File: src/hdl/lsr_pkg.sv
// Package with addresses, field layout, reset values and timing of the line sense readback
package lsr_pkg;

    // =====================================================================
    // Register bus
    localparam int unsigned ADDR_W           = 8;
    localparam int unsigned DATA_W           = 8;
    localparam logic [7:0]  ADDR_LOOP_VOLT   = 8'h4e;
    localparam logic [7:0]  ADDR_LOOP_CUR    = 8'h4f;
    localparam logic [7:0]  ADDR_TIP_VOLT    = 8'h50;
    localparam logic [7:0]  ADDR_RING_VOLT   = 8'h51;
    localparam logic [7:0]  ADDR_BAT_A       = 8'h52;
    localparam logic [7:0]  ADDR_BAT_B       = 8'h53;
    localparam logic [7:0]  ADDR_Q1_CUR      = 8'h54;
    localparam logic [7:0]  ADDR_Q2_CUR      = 8'h55;
    localparam logic [7:0]  ADDR_Q3_CUR      = 8'h56;
    localparam logic [7:0]  ADDR_SENSE_CTRL  = 8'h60;
    localparam logic [7:0]  ADDR_SENSE_STAT  = 8'h61;

    // =====================================================================
    // Field layout
    localparam int unsigned POL_BIT          = 6;
    localparam int unsigned MAG_W            = 6;
    localparam logic [5:0]  MAG_MAX          = 6'h3f;
    localparam int unsigned CTRL_BIAS_BIT    = 0;
    localparam int unsigned CTRL_HOLD_BIT    = 1;
    localparam int unsigned CTRL_W           = 2;
    localparam int unsigned DIV_W            = 16;

    // =====================================================================
    // Reset values
    localparam logic [7:0]  RST_SENSE        = 8'h00;
    localparam logic [1:0]  RST_CTRL         = 2'h0;
    localparam logic [7:0]  RST_COUNT        = 8'h00;

    // =====================================================================
    // Timing: refresh interval of the sense registers
    localparam int unsigned CLK_PERIOD_NS    = 50;
    localparam int unsigned SAMPLE_PERIOD_NS = 1000;
    localparam int unsigned SAMPLE_CYCLES    =
        (SAMPLE_PERIOD_NS / CLK_PERIOD_NS < 1) ? 1 : SAMPLE_PERIOD_NS / CLK_PERIOD_NS;

endpackage : lsr_pkg

File: src/hdl/lsr_sense_if.sv
// Interface carrying sense values between the readback top and its helpers
`timescale 1ns/1ps
interface lsr_sense_if;
    logic [1:0][7:0] diff;
    logic [1:0]      sign;
    logic [1:0][5:0] mag;
    logic [1:0][7:0] raw;
    logic [7:0]      bias;
    logic            bias_en;
    logic [1:0][7:0] net;

    modport fold (input diff, output sign, mag);
    modport comp (input raw, bias, bias_en, output net);
    modport top  (output diff, raw, bias, bias_en, input sign, mag, net);
endinterface : lsr_sense_if

File: src/hdl/lsr_readback.sv
// Read-only bank of line sense registers with refresh divider and control
//
// Decided for this implementation: the plain strobed port.
`timescale 1ns/1ps

// Contract
// - Loop voltage bit 6 is zero when tip above ring, one when below.
// - Loop voltage bits 5:0 hold magnitude, 1.5 V steps up to 94.5 V.
// - Loop current bit 6 is zero forward, one reverse.
// - Loop current bits 5:0 hold magnitude, 1.25 mA steps up to 78.75 mA.
// - Tip register gives 8-bit tip-to-ground code, zero means zero volts.
// - Ring register gives 8-bit ring-to-ground code on the tip scale.
// - Two battery registers each report battery rail voltage to ground.
// - First transistor register reports its current as 8-bit code.
// - Second transistor register reports its current on the same scale.
// - With extended bias enabled, transistor one and two readings exclude that current.
// - Third transistor register reports its current, 37.6 uA steps.
module lsr_readback
    import lsr_pkg::*;
#(
    parameter int unsigned SAMPLE_DIV = SAMPLE_CYCLES
)
(
    // Clock and reset
    input  wire logic                      clk,
    input  wire logic                      nrst,
    // Register port
    input  wire logic [lsr_pkg::ADDR_W-1:0] addr,
    input  wire logic [lsr_pkg::DATA_W-1:0] wdata,
    input  wire logic                      wr,
    input  wire logic                      rd,
    output logic      [lsr_pkg::DATA_W-1:0] rdata,
    // Loop measurements, two's complement steps
    input  wire logic [7:0]                loop_volt_diff,
    input  wire logic [7:0]                loop_current_diff,
    // Ground referred voltage codes
    input  wire logic [7:0]                tip_volt_code,
    input  wire logic [7:0]                ring_volt_code,
    input  wire logic [7:0]                battery_volt_code_a,
    input  wire logic [7:0]                battery_volt_code_b,
    // Transistor current codes
    input  wire logic [7:0]                transistor_one_current_code,
    input  wire logic [7:0]                transistor_two_current_code,
    input  wire logic [7:0]                transistor_three_current_code,
    input  wire logic [7:0]                extended_bias_current,
    // Control state seen by the line logic
    output logic                           extended_bias_enable,
    output logic                           sample_strobe
);
    import lsr_pkg::*;

    // =====================================================================
    // State
    typedef struct packed {
        logic [7:0]       loop_volt;
        logic [7:0]       loop_cur;
        logic [7:0]       tip;
        logic [7:0]       ring;
        logic [7:0]       bat_a;
        logic [7:0]       bat_b;
        logic [7:0]       q1;
        logic [7:0]       q2;
        logic [7:0]       q3;
        logic [CTRL_W-1:0] ctrl;
        logic [7:0]       count;
        logic [DIV_W-1:0] div;
        logic             strobe;
        logic [7:0]       rdata;
    } lsr_state_t;

    lsr_state_t state_reg;
    lsr_state_t state_next;

    // =====================================================================
    // Helpers
    lsr_sense_if sense ();

    assign sense.diff[0] = loop_volt_diff;
    assign sense.diff[1] = loop_current_diff;
    assign sense.raw[0]  = transistor_one_current_code;
    assign sense.raw[1]  = transistor_two_current_code;
    assign sense.bias    = extended_bias_current;
    assign sense.bias_en = state_reg.ctrl[CTRL_BIAS_BIT];

    lsr_sign_fold u_fold
    (
        .sense (sense)
    );

    lsr_bias_comp u_comp
    (
        .sense (sense)
    );

    // =====================================================================
    // Refresh divider
    logic div_wrap;
    logic refresh;
    logic hold;

    assign div_wrap = (state_reg.div == DIV_W'(SAMPLE_DIV - 1));
    assign hold     = state_reg.ctrl[CTRL_HOLD_BIT];
    // Hold freezes the bank so software can read a coherent set
    assign refresh  = div_wrap && !hold;

    // =====================================================================
    // Field packing
    logic [7:0] loop_volt_word;
    logic [7:0] loop_cur_word;

    always_comb
    begin
        loop_volt_word                = 8'h00;
        loop_volt_word[POL_BIT]       = sense.sign[0];
        loop_volt_word[MAG_W-1:0]     = sense.mag[0];
        loop_cur_word                 = 8'h00;
        loop_cur_word[POL_BIT]        = sense.sign[1];
        loop_cur_word[MAG_W-1:0]      = sense.mag[1];
    end

    // =====================================================================
    // Register table
    localparam int unsigned N_REGS = 11;

    logic [N_REGS-1:0][ADDR_W-1:0] tbl_addr;
    logic [N_REGS-1:0][7:0]        tbl_word;
    logic [N_REGS-1:0][7:0]        tbl_mask;
    logic [N_REGS-1:0]             tbl_hit;
    logic [N_REGS-1:0][7:0]        tbl_read;
    logic                          ctrl_write;

    assign tbl_addr[0]  = ADDR_LOOP_VOLT;
    assign tbl_addr[1]  = ADDR_LOOP_CUR;
    assign tbl_addr[2]  = ADDR_TIP_VOLT;
    assign tbl_addr[3]  = ADDR_RING_VOLT;
    assign tbl_addr[4]  = ADDR_BAT_A;
    assign tbl_addr[5]  = ADDR_BAT_B;
    assign tbl_addr[6]  = ADDR_Q1_CUR;
    assign tbl_addr[7]  = ADDR_Q2_CUR;
    assign tbl_addr[8]  = ADDR_Q3_CUR;
    assign tbl_addr[9]  = ADDR_SENSE_CTRL;
    assign tbl_addr[10] = ADDR_SENSE_STAT;

    assign tbl_word[0]  = state_reg.loop_volt;
    assign tbl_word[1]  = state_reg.loop_cur;
    assign tbl_word[2]  = state_reg.tip;
    assign tbl_word[3]  = state_reg.ring;
    assign tbl_word[4]  = state_reg.bat_a;
    assign tbl_word[5]  = state_reg.bat_b;
    assign tbl_word[6]  = state_reg.q1;
    assign tbl_word[7]  = state_reg.q2;
    assign tbl_word[8]  = state_reg.q3;
    assign tbl_word[9]  = {{(8 - CTRL_W){1'b0}}, state_reg.ctrl};
    assign tbl_word[10] = state_reg.count;

    // Reserved bits read zero even if a stored word ever held them
    assign tbl_mask[0]  = 8'h7f;
    assign tbl_mask[1]  = 8'h7f;
    assign tbl_mask[2]  = 8'hff;
    assign tbl_mask[3]  = 8'hff;
    assign tbl_mask[4]  = 8'hff;
    assign tbl_mask[5]  = 8'hff;
    assign tbl_mask[6]  = 8'hff;
    assign tbl_mask[7]  = 8'hff;
    assign tbl_mask[8]  = 8'hff;
    assign tbl_mask[9]  = {{(8 - CTRL_W){1'b0}}, {CTRL_W{1'b1}}};
    assign tbl_mask[10] = 8'hff;

    genvar r;
    generate
        for (r = 0; r < N_REGS; r++)
        begin : g_reg
            assign tbl_hit[r]  = (addr == tbl_addr[r]);
            assign tbl_read[r] = tbl_hit[r] ? (tbl_word[r] & tbl_mask[r]) : 8'h00;
        end
    endgenerate

    // Sense addresses are absent here, so writes to them fall away
    assign ctrl_write = wr && (addr == ADDR_SENSE_CTRL);

    // =====================================================================
    // Read decode
    // Addresses are distinct, so one entry at most is live; unmapped read zero
    logic [7:0] read_mux;

    always_comb
    begin
        read_mux = 8'h00;
        for (int unsigned i = 0; i < N_REGS; i++)
        begin
            read_mux = read_mux | tbl_read[i];
        end
    end

    // =====================================================================
    // Next state
    always_comb
    begin
        state_next        = state_reg;
        state_next.strobe = refresh;

        if (div_wrap)
        begin
            state_next.div = '0;
        end
        else
        begin
            state_next.div = DIV_W'(state_reg.div + 1'b1);
        end

        if (refresh)
        begin
            state_next.loop_volt = loop_volt_word;
            state_next.loop_cur  = loop_cur_word;
            state_next.tip       = tip_volt_code;
            state_next.ring      = ring_volt_code;
            state_next.bat_a     = battery_volt_code_a;
            state_next.bat_b     = battery_volt_code_b;
            state_next.q1        = sense.net[0];
            state_next.q2        = sense.net[1];
            state_next.q3        = transistor_three_current_code;
            state_next.count     = 8'(state_reg.count + 1'b1);
        end

        // Only the control word takes writes; sense addresses drop them
        if (ctrl_write)
        begin
            state_next.ctrl = wdata[CTRL_W-1:0];
        end

        // Read data stands one cycle only, and reading changes nothing else
        state_next.rdata = rd ? read_mux : 8'h00;
    end

    // =====================================================================
    // Registers
    always_ff @(posedge clk or negedge nrst)
    begin
        if (!nrst)
        begin
            state_reg.loop_volt <= RST_SENSE;
            state_reg.loop_cur  <= RST_SENSE;
            state_reg.tip       <= RST_SENSE;
            state_reg.ring      <= RST_SENSE;
            state_reg.bat_a     <= RST_SENSE;
            state_reg.bat_b     <= RST_SENSE;
            state_reg.q1        <= RST_SENSE;
            state_reg.q2        <= RST_SENSE;
            state_reg.q3        <= RST_SENSE;
            state_reg.ctrl      <= RST_CTRL;
            state_reg.count     <= RST_COUNT;
            state_reg.div       <= '0;
            state_reg.strobe    <= 1'b0;
            state_reg.rdata     <= 8'h00;
        end
        else
        begin
            state_reg <= state_next;
        end
    end

    // =====================================================================
    // Outputs
    assign rdata                = state_reg.rdata;
    assign extended_bias_enable = state_reg.ctrl[CTRL_BIAS_BIT];
    assign sample_strobe        = state_reg.strobe;

endmodule : lsr_readback

File: src/hdl/lsr_sign_fold.sv
// Two's complement to sign and saturated magnitude, one lane per loop quantity
`timescale 1ns/1ps
module lsr_sign_fold
    import lsr_pkg::*;
(
    // Sense lanes
    lsr_sense_if.fold sense
);
    import lsr_pkg::*;

    genvar g;
    generate
        for (g = 0; g < 2; g++)
        begin : g_lane
            logic [7:0] abs_val;
            assign abs_val = sense.diff[g][7] ? 8'(-sense.diff[g]) : sense.diff[g];
            assign sense.sign[g] = sense.diff[g][7];
            // Magnitude field holds 0..63 steps, larger readings pin at full scale
            assign sense.mag[g] = (abs_val > {2'b00, MAG_MAX}) ? MAG_MAX : abs_val[5:0];
        end
    endgenerate

endmodule : lsr_sign_fold

File: src/hdl/lsr_bias_comp.sv
// Removes the extended bias current from the first two transistor readings
`timescale 1ns/1ps
module lsr_bias_comp
    import lsr_pkg::*;
(
    // Sense lanes
    lsr_sense_if.comp sense
);
    import lsr_pkg::*;

    genvar g;
    generate
        for (g = 0; g < 2; g++)
        begin : g_lane
            logic [7:0] diff_val;
            assign diff_val = (sense.raw[g] > sense.bias) ? 8'(sense.raw[g] - sense.bias) : 8'h00;
            // Floor at zero so a noisy bias estimate never wraps the code
            assign sense.net[g] = sense.bias_en ? diff_val : sense.raw[g];
        end
    endgenerate

endmodule : lsr_bias_comp

File: config.mk
export PLATFORM = sky130hd
export DESIGN_NAME = lsr_readback
export DESIGN_NICKNAME = d
export VERILOG_FILES = /design/src/hdl/lsr_pkg.sv /design/src/hdl/lsr_sense_if.sv /design/src/hdl/lsr_readback.sv /design/src/hdl/lsr_sign_fold.sv /design/src/hdl/lsr_bias_comp.sv
export SDC_FILE = /design/constraint.sdc
export NUM_CORES = 1
export LEC_CHECK = 0
export BUFFER_PORTS_ARGS = -buffer_cell sky130_fd_sc_hd__buf_4
export CORE_MARGIN = 5
export CORE_UTILIZATION = 30
export CTS_CLUSTER_SIZE = 16
export DETAILED_ROUTE_END_ITERATION = 8
export GPL_TIMING_DRIVEN = 0
export SYNTH_ARGS = -nofsm -noshare
export SYNTH_HDL_FRONTEND = slang
export SYNTH_HIERARCHICAL = 1
export SYNTH_SLANG_ARGS = --single-unit
File: constraint.sdc
create_clock -name clk -period 2.6 [get_ports clk]
set_input_delay 0.52 -clock clk [delete_from_list [all_inputs] [get_ports clk]]
set_output_delay 0.52 -clock clk [all_outputs]
set_load 0.01 [all_outputs]
==> flow_summary.ini, run 1 <==
[outcome]
status = completed

[clock_network]
insertion_delay_ns = 0.35
cts_buffers = 9
htree_levels = 3
cts_buffer_depth = 2
cts.sinks = 105
cts_tree = done
hold_buffers = 0
root_buffer = clkbuf_16
postCtsResizedCells = 0
clk_pin_slew_worst_paths_ns = 0.07
postCtsSetupBuffers = 0

[yosys]
synth_seq_cells = 105
syn-num-nets = 708
netlist.area_leader.share_pct = 39.0
avgSynthCellArea_sq_um = 11.5
synth_top_cell_by_area = dfrtp_1
synthCells = 586
seq_area_frac_synth_pct = 39.0
ys_warn_count = 6
synthFlopType = dfrtp_1
synth_edf_count = 0
synthDistinctLibCells = 74
synthTopCellsByArea = dfrtp_1 39%, mux2_4 15%, ha_1 3.7%
async_flop_share_pct = 100
syn_area_sq_mm = 0.00673

[detailed_routing]
routed-wl-met3_microns = 816
highest_layer = met5
drtIter0Drc = 283
drc = 0
postRouteAntennaNets = 0
dr_wl_met2_mm = 7.75
wire_per_inst_microns = 16.9
via_per_inst = 4.91
routed_wl_mm = 16.6
via_count = 4837
firstDrtPassIters = 4
drt-met1-wl_mm = 7.67

[power]
finalPower_w = 0.00386
p_leak_nw = 3.69
powerDensity_mw_per_mm2 = 472
ir_worst_vdd_mv = 0.330

[finish]
largest_reg_flops = 94
final_cell_count_no_fill = 985
fin_util_pct = 37.3
most-common-layout-cells = 109 x buf_4, 105 x dfrtp_1, 68 x mux2_4
layout_commonest_cell = buf_4
seqCellArea_sq_mm = 0.00263
multi_input_area_sq_mm = 0.00365
fillers = 2193
nNetsFinal = 821
drive_above_1_share_pct = 34.9
syn_to_final_growth_pct = 21.7

[worst_hold_path]
hp-class = input pin to flop

[timing]
fmaxAchievable_mhz = 414
finalHoldViolCount = 0
min_period_over_period_pct = 92.9
rsz0062_at_grt = no
post-route-min-period_ns = 2.41
tightest_slew_ns = 0.676
relSlewSlack_pct = 54.9
worst_clock_skew_ns = 0.00700
holdWs_ns = 0.394
setup_viol = 0
slew_viol_final = 0

[worst_setup_path]
cp.arrival_ns = 2.65
cp_max_fo = 7
start_kind = input pin
crit_chain = buf_4 > inv_1 > ha_1 > inv_1 > fa_1 > nand3_1 > a21oi_1 > o221ai_1 > o32ai_1 > mux2_4
r2r_start = state_reg[9]
required_ns = 2.84
cp_common_cell = inv_1
r2r_cells = 6
startpoint = transistor_two_current_code[0]
r2r-end = state_reg[93]
cp-endpoint = state_reg[49]
crit_path_top_delay_cell = o221ai_1
crit_path_end_kind = flop
critPathKind = input pin to flop
crit_path_max_incr_delay_ns = 0.55
r2r_slack_ns = 0.46

[grt]
antenna_found_initial = 3
grt_pass1_vias = 4992
grt_overflow = 0
grt_usage_pct = 13.0
grt_max_degree = 106
grt_pass1_wl_mm = 26.7

[floorplanning]
die_width_microns = 160
ios = 110
start_util_pct = 30.7
die_height_microns = 160
dieArea_sq_mm = 0.0255
core.rowCount = 54
core_area_sq_mm = 0.0220

[placed_design]
io_buffer_count = 100
place.gp.congestion = 0.837
dp_hpwl_mm = 12.9
dp_cells = 966

[run]
drv_cap = 0
## worst max-delay path, delay by kind of cell
kind            cells  cell delay (ns)
mux                 1             0.29
fa+ha+maj           2             0.58
simple gates        1             0.14
compound gates      3             0.89
buf+inv             3             0.24
## final cells by class
type / count / area share [%]
Antenna cell: 1 / 0.0306
Timing Repair Buffer: 102 / 9.67
Clock buffer: 10 / 2.92
Clock inverter: 6 / 0.901
Multi-Input combinational cell: 410 / 44.6
Buffer: 38 / 3.97
Sequential cell: 105 / 32.1
Tap cell: 280 / 4.28
Inverter: 33 / 1.51
## cell families after synthesis
family | count (synthesis) | synth area share, %
AOI/OAI and AO/OA | 112 | 11.6
buffers and inverters | 71 | 6.67
xor gates and xnor gates | 27 | 3.51
and+or+nand+nor | 156 | 14.7
adders and majority gates | 22 | 4.31
muxes | 93 | 20.1
DFF | 105 | 39.0
## how the worst min path moves through the flow
stage                                 from  depth (start not counted)              endpoint
floorplan                             nrst                          0  extended_bias_enable
global placement              state_reg[9]                          1          state_reg[9]
detailed placement           state_reg[32]                          1         state_reg[32]
CTS                 battery_volt_code_b[4]                          2         state_reg[63]
global route        battery_volt_code_a[3]                          2         state_reg[70]
finish              battery_volt_code_b[4]                          2         state_reg[63]
## routing by layer
metal	global-route usage [%]	vias to the layer above
met5	0	-
met3	3.43	19
met4	3.64	4
met2	21.1	121
li1	-	2380
met1	17.3	2313
## power by group
group	switching, W	internal, W
Sequential	0.0000559	0.00172
Combinational	0.000307	0.000363
Clock	0.000634	0.000786
Total	0.000997	0.00287
## synthesized netlist by cell type, drive strengths merged (16+ instances only)
cell and instances:
nand2 24, dfrtp 105, nand3 22, ha 20, o21ai 21, nor2 16, nor3 18, xor2 16
mux2 76, inv 33, a21oi 23, buf 27
## stage by stage
step	TNS [ns]	setup WS (ns)	instance area (sq um)
finish	0	0.185	8190
global route	0	0.0644	8190
CTS	0	0.222	8150
detailed placement	-1.13	-0.158	7830
global placement	-1.03	-0.172	7830
floorplan	0	0.274	6730
No activity file was read; power rests on OpenSTA's default activity.
==> run 2: changes to the inputs <==
--- a/config.mk
+++ b/config.mk
@@ -8,10 +8,10 @@
 export BUFFER_PORTS_ARGS = -buffer_cell sky130_fd_sc_hd__buf_4
 export CORE_MARGIN = 5
 export CORE_UTILIZATION = 30
+export CTS_CLUSTER_DIAMETER = 150
 export CTS_CLUSTER_SIZE = 16
 export DETAILED_ROUTE_END_ITERATION = 8
 export GPL_TIMING_DRIVEN = 0
 export SYNTH_ARGS = -nofsm -noshare
 export SYNTH_HDL_FRONTEND = slang
-export SYNTH_HIERARCHICAL = 1
 export SYNTH_SLANG_ARGS = --single-unit
==> run 2 against run 1 <==
Global-route usage grew 1.0 points. Area after synthesis shrank 9.8%. Utilization shrank 0.23 points. Worst setup slack gained 0.20 ns. Routed wire length shrank 1.8%. Register-to-register slack lost 0.04 ns. Final cell count shrank 1.0%. Clock power shrank 11%. Sequential power is essentially flat. Total power shrank 6.4%. Critical path type unchanged. Largest cell class unchanged.
==> flow_summary.ini, run 2 <==
[outcome]
status = completed

[placed_design]
dp_hpwl_mm = 12.5
pre_cts_slack_ns = 0.0414
io_buffer_count = 99
place.gp.congestion = 0.851

[yosys]
avgSynthCellArea_sq_um = 10.3
yosysMostFrequentCell = dfrtp_1
synthFlopType = dfrtp_1
syn_area_sq_mm = 0.00607
syn-num-nets = 712
synth_seq_cells = 105
ys_warn_count = 0
synth_commonest_cells = 105 x dfrtp_1, 48 x mux2_2, 44 x nor2_1, 35 x a21oi_1, 35 x nand2_1
seq_area_frac_synth_pct = 43.3
synthTopCellsByArea = dfrtp_1 43%, mux2_2 8.9%, ha_1 4.1%
async_flop_share_pct = 100
netlist.area_leader.share_pct = 43.3
synthDistinctLibCells = 57
synthCells = 590
synth_top_cell_by_area = dfrtp_1
synth_edf_count = 0

[clock_network]
htree_levels = 3
cts_buffers = 9
hold_buffers = 0
root_buffer = clkbuf_16
insertion_delay_ns = 0.35
postCtsResizedCells = 0
clk_pin_slew_worst_paths_ns = 0.07
cts.sinks = 105
cts_buffer_depth = 2
postCtsSetupBuffers = 0
cts_tree = done

[power]
ir_worst_vdd_mv = 0.304
p_leak_nw = 3.23
powerDensity_mw_per_mm2 = 486

[grt]
grt_max_degree = 106
grt_pass1_vias = 4847
antenna_found_initial = 1
grt_usage_pct = 14.0
grt_overflow = 0
grt_pass1_wl_mm = 26.0

[worst_setup_path]
cp.arrival_ns = 2.43
r2r_start = state_reg[9]
start_kind = input pin
startpoint = transistor_one_current_code[0]
cp_max_fo = 7
r2r_cells = 6
critPathKind = input pin to flop
required_ns = 2.81
crit_path_end_kind = flop

[timing]
slew_viol_final = 0
fin_ws_ns = 0.381
rsz0062_at_grt = no
relSlewSlack_pct = 57.5
min_period_over_period_pct = 85.3
worst_clock_skew_ns = 0.00953
final.setup.tns_ns = 0
tightest_slew_ns = 0.635
fmaxAchievable_mhz = 451
finalHoldViolCount = 0
post-route-min-period_ns = 2.22
setup_viol = 0

[floorplanning]
core.rowCount = 52
start_util_pct = 30.2
dieArea_sq_mm = 0.0232
die_width_microns = 152
ios = 110
core_area_sq_mm = 0.0201
die_height_microns = 152

[finish]
drive_above_1_share_pct = 28.5
layout_commonest_cell = buf_4
syn_to_final_growth_pct = 22.7
multi_input_area_sq_mm = 0.00316
seqCellArea_sq_mm = 0.00263
most-common-layout-cells = 107 x buf_4, 105 x dfrtp_1, 48 x mux2_2
largest_reg_flops = 94
fillers = 2046
diodes = 0
nNetsFinal = 823

[detailed_routing]
via_count = 4833
postRouteAntennaNets = 0
via_per_inst = 4.96
routed_wl_mm = 16.3
wire_per_inst_microns = 16.7
drtIter0Drc = 324
drc = 0
firstDrtPassIters = 5

[run]
drv_cap = 0

[worst_hold_path]
hp-class = input pin to asynchronous set/reset pin
run 2: cell types whose count changed in the layout (fill, tap and decap cells not counted), moves of 9 or more:
cell and change:
a21oi_1 +13, a31oi_1 +10, inv_1 -9, mux2_2 +40
mux2_4 -68, nand2_1 +11, nand3_1 -9, nor2_1 +29
nor3_1 -11, o22ai_1 -10, xnor2_1 +10
run 2: kinds of logic (layout without fill, tap and decap cells):
kind of cell / after synthesis / count (layout) / synth area share, %
AOI/OAI and AO/OA: 117 / 117 / 11.9
and+or+nand+nor: 185 / 185 / 16.9
DFF: 105 / 105 / 43.3
adders and majority gates: 22 / 22 / 4.78
muxes: 67 / 67 / 13.3
xor gates and xnor gates: 36 / 36 / 5.19
buffers and inverters: 58 / 173 / 4.64
run 2: stage by stage:
step	utilization (%)	std cells	total power [W]	instance area [sq um]	hold slack, ns
2_1_floorplan	-	590	0.00212	6070	0.224
3_3_place_gp	35.6	959	0.00238	7150	0.464
3_5_place_dp	35.6	959	0.00238	7150	0.467
4_1_cts	36.9	974	0.00365	7420	0.381
5_1_grt	37.1	975	0.00378	7450	0.0321
6_report	37.1	975	0.00362	7450	0.0283
run 2: metal layers:
layer	GRT usage, %	up-vias	share of wire [%]
li1	-	2342	-
met1	20.0	2315	48
met2	21.7	156	45
met3	2.75	18	5.9
met4	4.20	2	1.4
met5	0	-	0.080
run 2: worst paths after layout:
path                                        end  slack, ns
max                               state_reg[53]       0.38
max in group asynchronous        state_reg[101]       1.91
min in group clk                  state_reg[64]       0.40
min reg2reg                       state_reg[32]       0.48
min                        extended_bias_enable       0.03
max reg2reg                       state_reg[99]       0.42
run 2: layout make-up:
class,count,area share [%]
repair buffers,100,10.4
clock buffers,13,3.36
well taps,270,4.53
multi-input cells,427,42.5
plain buffers,34,2.57
inverters,24,1.21
flip-flops and latches,105,35.3
clock inverters,2,0.202
run 2: report_power, final:
group	total [W]	switching, W	leakage (nW)	internal (W)
Sequential	0.00178	0.0000571	1.27	0.00172
Combinational	0.000579	0.000288	1.84	0.000291
Clock	0.00126	0.000589	0.122	0.000672
Total	0.00362	0.000934	3.23	0.00268
run 2: critical path: stages:
cell	delay, ns
buf_4	0.12
inv_1	0.05
ha_1	0.16
inv_1	0.06
fa_1	0.41
a211oi_1	0.40
o21ai_0	0.15
nor4b_2	0.22
a21oi_1	0.23
a21oi_1	0.10
